<file path="config.mk">
export PLATFORM = sky130hd
export DESIGN_NAME = cartesian_polar_converter
export DESIGN_NICKNAME = d
export VERILOG_FILES = /design/src/logic/cpc_pkg.sv /design/src/logic/cartesian_polar_converter.sv
export VERILOG_INCLUDE_DIRS = /design/src /design/src/logic
export SDC_FILE = /design/constraint.sdc
export NUM_CORES = 1
export LEC_CHECK = 0
export ABC_AREA = 1
export BUFFER_PORTS_ARGS = -buffer_cell sky130_fd_sc_hd__buf_2
export CAP_MARGIN = 10
export CORE_MARGIN = 2
export CORE_UTILIZATION = 57
export CTS_BUF_LIST = sky130_fd_sc_hd__clkbuf_2 sky130_fd_sc_hd__clkbuf_4 sky130_fd_sc_hd__clkbuf_8
export DETAILED_ROUTE_END_ITERATION = 8
export PLACE_DENSITY = 0.8
export RECOVER_POWER = 25
export SLEW_MARGIN = 5
export SYNTH_ARGS = -nofsm -noshare
export SYNTH_HDL_FRONTEND = slang
export SYNTH_SLANG_ARGS = --single-unit
</file>
<file path="constraint.sdc">
create_clock -name mclk -period 4.31 [get_ports mclk]
set_clock_uncertainty 0.2 [all_clocks]
set_input_delay 0.2155 -clock mclk [delete_from_list [all_inputs] [get_ports mclk]]
set_output_delay 0.2155 -clock mclk [all_outputs]
set_load 0.01 [all_outputs]
</file>
<file path="src/logic/cpc_defs.svh">
// constants for the cartesian to polar converter
`ifndef CPC_DEFS_SVH
`define CPC_DEFS_SVH

`define CPC_IN_W 16
`define CPC_MAG_W 16
`define CPC_PH_W 18
`define CPC_PH_FMT_W 16
`define CPC_ACC_W 20
`define CPC_CNT_W 5
`define CPC_FULL_CYCLES 5'h11
`define CPC_LAST_ITER 5'h0F
`define CPC_N_ITER 16
`define CPC_MAG_SHIFT 2
`define CPC_HALF_TURN 18'h2_0000
`define CPC_ACC_RST 20'h0_0000
`define CPC_PH_RST 18'h0_0000
`define CPC_MAG_RST 16'h0000
`define CPC_CNT_RST 5'h00

// arctan(2^-k) in 2^-18 turn units, truncated
`define CPC_ATAN_0 18'h0_8000
`define CPC_ATAN_1 18'h0_4B90
`define CPC_ATAN_2 18'h0_27EC
`define CPC_ATAN_3 18'h0_1444
`define CPC_ATAN_4 18'h0_0A2C
`define CPC_ATAN_5 18'h0_0517
`define CPC_ATAN_6 18'h0_028B
`define CPC_ATAN_7 18'h0_0145
`define CPC_ATAN_8 18'h0_00A2
`define CPC_ATAN_9 18'h0_0051
`define CPC_ATAN_10 18'h0_0028
`define CPC_ATAN_11 18'h0_0014
`define CPC_ATAN_12 18'h0_000A
`define CPC_ATAN_13 18'h0_0005
`define CPC_ATAN_14 18'h0_0002
`define CPC_ATAN_15 18'h0_0001

`endif

</file>
<file path="src/logic/cpc_pkg.sv">
// types shared by the cartesian to polar converter
`default_nettype none
`include "cpc_defs.svh"

package cpc_pkg;

  typedef logic signed [`CPC_IN_W-1:0] iq_t;

  typedef struct packed {
    iq_t in_i;
    iq_t in_q;
  } sample_s;

  typedef struct packed {
    logic [`CPC_MAG_W-1:0]   mag;
    logic [`CPC_PH_W-1:0]    phase;
    logic [`CPC_CNT_W-1:0]   depth;
  } polar_s;

  typedef enum logic [1:0] {
    ST_IDLE = 2'b01,
    ST_RUN  = 2'b10
  } conv_state_e;

endpackage : cpc_pkg

`default_nettype wire

</file>
<file path="src/logic/cartesian_polar_converter.sv">
// iterative cartesian to polar converter, magnitude and phase per i/q pair
//
// How it works
// - takes 16-bit signed i and q, computes vector magnitude and phase
// - phase is 18 bits truncated; top 16 to formatter, all 18 to discriminator
// - 16-bit phase reads as signed -0.5..0.5 or unsigned 0..1 turn
// - one revolution spans the full word; msb weighs 180 degrees
// - magnitude is 16-bit unsigned, 0 to 2.32, msb always zero
// - magnitude keeps the 1.64676 rotation gain, not compensated
// - magnitude bit 15 weighs 2^2 and is zero, bit 0 weighs 2^-13
// - full precision takes 17 cycles, then result goes to holding register
// - a new sample before 17 cycles latches the partial result, then restarts
// - each extra cycle halves the phase error, down to 0.00175 degrees
// - discriminator port carries the full 18-bit phase
`timescale 1ns/1ps
`default_nettype none
`include "cpc_defs.svh"

module cartesian_polar_converter
  import cpc_pkg::*;
(
  input  wire logic                     mclk,
  input  wire logic                     rst_n,
  input  wire logic                     in_valid,
  input  wire sample_s                  in_sample,
  output var  polar_s                   result,
  output var  logic [`CPC_PH_FMT_W-1:0] phase_fmt,
  output var  logic                     result_valid
);

  // arctan table lookup, used by every iteration step
  function automatic logic [`CPC_PH_W-1:0] atan_of(
    input logic [`CPC_CNT_W-1:0] k
  );
    logic [`CPC_PH_W-1:0] v;
    v = `CPC_PH_RST;
    case (k)
      5'h00:   v = `CPC_ATAN_0;
      5'h01:   v = `CPC_ATAN_1;
      5'h02:   v = `CPC_ATAN_2;
      5'h03:   v = `CPC_ATAN_3;
      5'h04:   v = `CPC_ATAN_4;
      5'h05:   v = `CPC_ATAN_5;
      5'h06:   v = `CPC_ATAN_6;
      5'h07:   v = `CPC_ATAN_7;
      5'h08:   v = `CPC_ATAN_8;
      5'h09:   v = `CPC_ATAN_9;
      5'h0A:   v = `CPC_ATAN_10;
      5'h0B:   v = `CPC_ATAN_11;
      5'h0C:   v = `CPC_ATAN_12;
      5'h0D:   v = `CPC_ATAN_13;
      5'h0E:   v = `CPC_ATAN_14;
      5'h0F:   v = `CPC_ATAN_15;
      default: v = `CPC_PH_RST;
    endcase
    return v;
  endfunction : atan_of

  // accumulator x to held magnitude: drop two fraction bits
  function automatic logic [`CPC_MAG_W-1:0] mag_of(
    input logic signed [`CPC_ACC_W-1:0] x
  );
    logic [`CPC_ACC_W-1:0] s;
    s = `CPC_ACC_RST;
    s = x >>> `CPC_MAG_SHIFT;
    // top bit forced low, keeps unsigned 0..2.32 range
    return {1'b0, s[`CPC_MAG_W-2:0]};
  endfunction : mag_of

  conv_state_e                     state_ff;
  conv_state_e                     nxt_state;
  logic signed [`CPC_ACC_W-1:0]    x_ff;
  logic signed [`CPC_ACC_W-1:0]    nxt_x;
  logic signed [`CPC_ACC_W-1:0]    y_ff;
  logic signed [`CPC_ACC_W-1:0]    nxt_y;
  logic [`CPC_PH_W-1:0]            z_ff;
  logic [`CPC_PH_W-1:0]            nxt_z;
  logic [`CPC_CNT_W-1:0]           iter_ff;
  logic [`CPC_CNT_W-1:0]           nxt_iter;

  polar_s                          result_ff;
  polar_s                          nxt_result;
  logic                            strobe_ff;
  logic                            nxt_strobe;

  // one refinement step values
  logic signed [`CPC_ACC_W-1:0]    step_x;
  logic signed [`CPC_ACC_W-1:0]    step_y;
  logic [`CPC_PH_W-1:0]            step_z;
  logic signed [`CPC_ACC_W-1:0]    sh_x;
  logic signed [`CPC_ACC_W-1:0]    sh_y;

  // coarse rotation of the incoming sample
  logic signed [`CPC_ACC_W-1:0]    load_x;
  logic signed [`CPC_ACC_W-1:0]    load_y;
  logic [`CPC_PH_W-1:0]            load_z;
  logic signed [`CPC_ACC_W-1:0]    ext_i;
  logic signed [`CPC_ACC_W-1:0]    ext_q;

  logic                            last_step;
  logic [`CPC_PH_W-1:0]            atan_now;
  logic                            step_dir;
  logic [`CPC_PH_W-1:0]            atan_rom [`CPC_N_ITER];

  // capture sources for the holding register
  logic                            cap_full;
  logic                            cap_partial;
  logic [`CPC_MAG_W-1:0]           cap_mag;
  logic [`CPC_PH_W-1:0]            cap_phase;
  logic [`CPC_CNT_W-1:0]           cap_depth;
  logic [`CPC_PH_FMT_W-1:0]        phase_fmt_ff;
  logic [`CPC_PH_FMT_W-1:0]        nxt_phase_fmt;

  // arctan table, one entry per refinement step
  for (genvar g = 0; g < `CPC_N_ITER; g++) begin : g_atan
    assign atan_rom[g] = atan_of(`CPC_CNT_W'(g));
  end

  // sign extension of inputs into the wider accumulators
  always_comb begin
    ext_i = `CPC_ACC_W'(in_sample.in_i);
    ext_q = `CPC_ACC_W'(in_sample.in_q);
  end

  // left half plane folded over by a half turn, first cycle of 17
  always_comb begin
    load_x = ext_i;
    load_y = ext_q;
    load_z = `CPC_PH_RST;
    if (ext_i < 0) begin
      load_x = -ext_i;
      load_y = -ext_q;
      load_z = `CPC_HALF_TURN;
    end
  end

  // vectoring step: drive y toward zero, gather angle in z
  always_comb begin
    atan_now = atan_rom[iter_ff[`CPC_CNT_W-2:0]];
    step_dir = (y_ff >= 0);
    sh_x     = x_ff >>> iter_ff;
    sh_y     = y_ff >>> iter_ff;
    step_x   = x_ff;
    step_y   = y_ff;
    step_z   = z_ff;
    if (step_dir) begin
      step_x = x_ff + sh_y;
      step_y = y_ff - sh_x;
      step_z = z_ff + atan_now;
    end else begin
      step_x = x_ff - sh_y;
      step_y = y_ff + sh_x;
      step_z = z_ff - atan_now;
    end
  end

  assign last_step = (state_ff == ST_RUN) && (iter_ff == `CPC_LAST_ITER);

  // which result, if any, is captured at this edge
  always_comb begin
    // the last step wins over a sample landing on the same edge
    cap_full    = last_step;
    cap_partial = in_valid && (state_ff == ST_RUN) && !last_step;
    // preempted: what has been refined so far, before this edge's step
    cap_mag     = mag_of(x_ff);
    cap_phase   = z_ff;
    cap_depth   = iter_ff + 5'h01;
    if (cap_full) begin
      // seventeenth cycle, full precision
      cap_mag   = mag_of(step_x);
      cap_phase = step_z;
      cap_depth = `CPC_FULL_CYCLES;
    end
  end

  // control group: sequencing state and iteration count
  always_comb begin
    nxt_state = state_ff;
    nxt_iter  = iter_ff;
    case (state_ff)
      ST_IDLE: begin
        if (in_valid) begin
          nxt_iter  = `CPC_CNT_RST;
          nxt_state = ST_RUN;
        end
      end
      ST_RUN: begin
        if (in_valid) begin
          // a new sample restarts the count wherever the old one stood
          nxt_iter  = `CPC_CNT_RST;
          nxt_state = ST_RUN;
        end else if (last_step) begin
          nxt_iter  = `CPC_CNT_RST;
          nxt_state = ST_IDLE;
        end else begin
          nxt_iter  = iter_ff + 5'h01;
          nxt_state = ST_RUN;
        end
      end
      default: begin
        nxt_state = ST_IDLE;
        nxt_iter  = `CPC_CNT_RST;
      end
    endcase
  end

  always_ff @(posedge mclk or negedge rst_n) begin
    if (!rst_n) begin
      state_ff <= ST_IDLE;
      iter_ff  <= `CPC_CNT_RST;
    end else begin
      state_ff <= nxt_state;
      iter_ff  <= nxt_iter;
    end
  end

  // datapath group: load a new sample or take one refinement step
  always_comb begin
    nxt_x = x_ff;
    nxt_y = y_ff;
    nxt_z = z_ff;
    case (state_ff)
      ST_IDLE: begin
        if (in_valid) begin
          nxt_x = load_x;
          nxt_y = load_y;
          nxt_z = load_z;
        end
      end
      ST_RUN: begin
        if (in_valid) begin
          // the old sample is dropped once its partial or full result is held
          nxt_x = load_x;
          nxt_y = load_y;
          nxt_z = load_z;
        end else if (!last_step) begin
          nxt_x = step_x;
          nxt_y = step_y;
          nxt_z = step_z;
        end
      end
      default: begin
        nxt_x = `CPC_ACC_RST;
        nxt_y = `CPC_ACC_RST;
        nxt_z = `CPC_PH_RST;
      end
    endcase
  end

  always_ff @(posedge mclk or negedge rst_n) begin
    if (!rst_n) begin
      x_ff <= `CPC_ACC_RST;
      y_ff <= `CPC_ACC_RST;
      z_ff <= `CPC_PH_RST;
    end else begin
      x_ff <= nxt_x;
      y_ff <= nxt_y;
      z_ff <= nxt_z;
    end
  end

  // result group: holding register, formatter word and update strobe
  always_comb begin
    nxt_result    = result_ff;
    nxt_phase_fmt = phase_fmt_ff;
    nxt_strobe    = 1'b0;
    if (cap_full || cap_partial) begin
      nxt_result.mag   = cap_mag;
      nxt_result.phase = cap_phase;
      nxt_result.depth = cap_depth;
      // formatter word keeps the top bits only, truncated
      nxt_phase_fmt    = cap_phase[`CPC_PH_W-1 -: `CPC_PH_FMT_W];
      nxt_strobe       = 1'b1;
    end
  end

  always_ff @(posedge mclk or negedge rst_n) begin
    if (!rst_n) begin
      result_ff    <= '0;
      phase_fmt_ff <= '0;
      strobe_ff    <= 1'b0;
    end else begin
      result_ff    <= nxt_result;
      phase_fmt_ff <= nxt_phase_fmt;
      strobe_ff    <= nxt_strobe;
    end
  end

  // held results straight from the holding registers
  always_comb begin
    result       = result_ff;
    phase_fmt    = phase_fmt_ff;
    result_valid = strobe_ff;
  end

endmodule : cartesian_polar_converter

`default_nettype wire

</file>
==> impl_summary.md <==
Route
Detailed routing inserted a total of 13.1k vias. The total routed wire length on the met1 layer is 16300 um. The post-detailed-route DRC marker count is 0. The highest metal layer with signal wires is met4. The DRC violation total after the first TritonRoute iteration is 1320. The length of routed met3 wiring is 4540 um. The wire length reported by the detailed router is 40300 um.

The count of antenna-violating nets left after detailed routing is 0. The number of vias per cell after detailed routing is 6.03. The length of routed met2 wiring is 18100 um. The number of iterations in the first detailed-routing pass is 7. The final routed wire length divided by cell count is 18.6 um.

Synth
The distinct cell type count after synthesis is 58. The cell area after technology mapping is 11100 um^2. Synthesis handed over a netlist of 1705 instances. The share of synthesized flip-flops with an asynchronous set or reset is 1.00. When the netlist entered floorplanning its net count stood at 1815. The total of flip-flops plus latches after synthesis is 104. The Yosys step of the flow raised 0 warnings. The dominant synthesized flop cell is dfrtp_1.

Dividing the synthesized area by the synthesized cell count gives 6.53 um^2. The number of enable flip-flop cells after synthesis is 0. The register area share after synthesis is 0.234.

Power
Of the total power, the clock network draws 0.075. The share of total power dissipated in sequential elements is 0.166. The worst supply voltage drop on vdd is 0.382 mV. The power consumption is 0.00875 W. Power spread over the standard cell area amounts to 625 nW/um^2.

Internal power comes to 0.00410 W. The part of the total power dissipated in combinational logic is 0.759. The fraction of power spent switching nets is 0.532.

For this design the total switching power over the nets is 0.00466 W. The leakage power of the design is 6.84 nW.

Outcome
The flow ran to the end, but the final reports show violations. The final reports fail on capacitance limit, slew limit, setup timing.

STA
The slew of the pin with the lowest slew margin is 1.99 ns. The routed design could run at a clock period as short as 4.37 ns. Setup violations remaining at the end of the flow were counted as 9.

The least setup slack across all paths after layout is -0.0629 ns. The max-slew violation total from the final report is 77. The total negative slack for setup checks is -0.242 ns. The relative slew slack is -0.329.

The final hold violation count is 0. Derived from the worst setup path, the maximum achievable clock frequency is 229 MHz. The share of the cycle needed by the critical path after routing is 1.01.

Setup repair after global routing could not meet its margin everywhere.

Floorplanning
The number of core rows is 51. The die height is 144 um. The die outline width is 144 um. The initial standard-cell utilization of the core is 0.575. The core region is 19300 um^2.

The die footprint is 20700 um^2. For this design the top-level I/O count stands at 91.

Global routing
The initial antenna violation count is 0. The maximum number of pins on one net before global-route repair is 77. The via count of the first global-routing pass came to 11.3k. The first global-routing pass estimated 58700 um of wire. The total overflow left after global routing is 0. The total routing usage reported by global routing is 0.364.

Clocking
The clock drives 104 sinks. The number of buffers inserted during clock tree synthesis is 9. The clock tree from TritonCTS is yes.

The H-tree was split into 3 levels. The clock tree buffer depth is 2. The source-to-sink clock delay at the later pin of the worst-skew pair is 0.41 ns. The master cell of the clock root buffer is clkbuf_8. The clock transition at the registers of the reported paths is 0.12 ns.

Place
After detailed placement, the total cell area comes to 12300 um^2. The half-perimeter wire length after detailed placement is 29200 um. Input and output buffers added on the ports amount to 89. The congestion estimate from routability-driven global placement came to 1.04. At the placement stage, the worst setup path has a slack of -0.103 ns.

Critical path
STA classifies the critical path startpoint as a flop. The required arrival time at the worst endpoint is 4.44 ns. The most repeated library cell on the critical path is nand2_1. The worst setup path is captured at a flop. The largest single stage delay on the critical path is 0.53 ns.

The highest fanout seen on the critical path is 8. The cell type of the slowest stage on the worst timing path is dfrtp_4. The worst setup path is of the reg2reg kind. The arrival time at the worst endpoint is 4.50 ns.

Cells and area
Leaving out fill and tap cells, the most frequent cells in the layout are 431 x nand2_1, 144 x inv_1, 141 x buf_4, 109 x nor2_1, 101 x dfrtp_1. The fill cell instance count of the final layout is 1553. In the final layout, the share of cells above drive strength 1 is 0.230. The repair_antennas step left the layout with diodes totalling 0. The area growth from synthesis to layout is 25.9%.

For this run, the post-layout net count is 2009. The finished cells cover 14000 um^2. The library cell used most frequently in the layout, excluding fill and tap cells, is nand2_1.

Job
The max-capacitance violation count is 1.

Min path
The path type of the worst min-delay path is in2reg.
==> metal layers <==
layer | vias up | track usage
met1 | 6089 | 0.497
met4 | 0 | 0.117
met3 | 136 | 0.0873
met2 | 770 | 0.568
li1 | 6084 | -
met5 | - | 0
==> repair_timing <==
item	CTS	global route
endpoints found under the setup margin	8	45
pin swaps	1	88
cloned	0	5
hold buffers	17	0
buffers inserted	0	37
resized for setup	11	253
endpoints found under the hold margin	89	0
==> synth_stat cells (8+ instances only) <==
cell type / instances / share of area
xor2_1: 57 / 0.045
a31oi_1: 8 / 0.0045
buf_2: 17 / 0.0076
o22ai_1: 20 / 0.011
o21ai_0: 117 / 0.053
ha_1: 72 / 0.081
clkbuf_1: 27 / 0.0091
o221ai_1: 17 / 0.013
nor3_1: 24 / 0.011
nand4_1: 11 / 0.0062
dfrtp_1: 103 / 0.23
inv_1: 150 / 0.051
o31ai_1: 9 / 0.0061
nor2_1: 135 / 0.046
a21oi_1: 106 / 0.048
buf_4: 20 / 0.013
o21ai_1: 47 / 0.021
nor2_2: 9 / 0.0051
buf_6: 11 / 0.011
clkinv_1: 9 / 0.0030
nand2_1: 475 / 0.16
o211ai_1: 26 / 0.018
xnor2_1: 37 / 0.029
nand3_1: 107 / 0.048
==> power groups by stage <==
| stage | registers [W] | clock network, W | logic (W) |
|---|---|---|---|
| 2_1_floorplan | 0.00141 | 0 | 0.00348 |
| 3_3_place_gp | 0.00144 | 0 | 0.00519 |
| 3_5_place_dp | 0.00144 | 0 | 0.00526 |
| 4_1_cts | 0.00142 | 0.000656 | 0.00536 |
| 5_1_grt | 0.00147 | 0.000685 | 0.00719 |
| 6_report | 0.00145 | 0.000653 | 0.00665 |
==> logic make-up after synthesis <==
logic type | synth area share
flip-flops | 0.234
AND/OR/NAND/NOR | 0.301
adder cells (fa/ha/maj) | 0.0864
XOR/XNOR | 0.0740
other | 0.000337
buffers and inverters | 0.0983
AO/OA/AOI/OAI | 0.201
multiplexers | 0.00450
==> cell type report <==
| type | instances | area [um^2] | area share |
|---|---|---|---|
| clock buffer | 10 | 131 | 0.00938 |
| clock inverter | 6 | 61.3 | 0.00438 |
| inverter | 165 | 632 | 0.0451 |
| multi-input combinational | 1358 | 8410 | 0.600 |
| sequential | 104 | 2610 | 0.186 |
| tap | 265 | 332 | 0.0237 |
| timing repair buffer | 259 | 1820 | 0.130 |
| timing repair inverter | 2 | 17.5 | 0.00125 |
==> stage by stage <==
stage | cells | util | hold WS (ns)
after global placement | 2094 | 0.638 | 0.232
after detailed placement | 2094 | 0.638 | 0.248
after global routing | 2169 | 0.725 | 0.0201
final | 2169 | 0.725 | 0.0219
after CTS | 2127 | 0.658 | 0.000307
after floorplan | 1705 | - | -0.280
==> worst max-delay path, delay by kind of cell, from the launching register on <==
family	cells	cell delay, ns
AO/OA/AOI/OAI	8	0.99
XOR/XNOR	2	0.33
adder cells (fa/ha/maj)	1	0.33
buffers and inverters	3	0.49
flip-flops	1	0.53
multiplexers	1	0.23
AND/OR/NAND/NOR	11	1.20
==> path summary, 6_finish.rpt <==
check / from / to / slack, ns / cells after the start
worst max-delay path: iter_ff[0] / result[37] / -0.06 / 26
worst min-delay path: in_sample[10] / y_ff[10] / 0.02 / 4
worst max register to register: iter_ff[0] / result[37] / -0.06 / 26
worst min register to register: result[1] / result[1] / 0.29 / 2
max in group asynchronous: rst_n / iter_ff[0] / 1.78 / 2
min in group asynchronous: rst_n / result[13] / 0.69 / 2
==> state kept, by name, summed over array words and instances, names as in the netlist <==
register and count:
iter_ff 5, result 38, state_ff 2, result_valid 1, z_ff 18, x_ff 20
y_ff 20
Power figures use the tool's default switching activity.
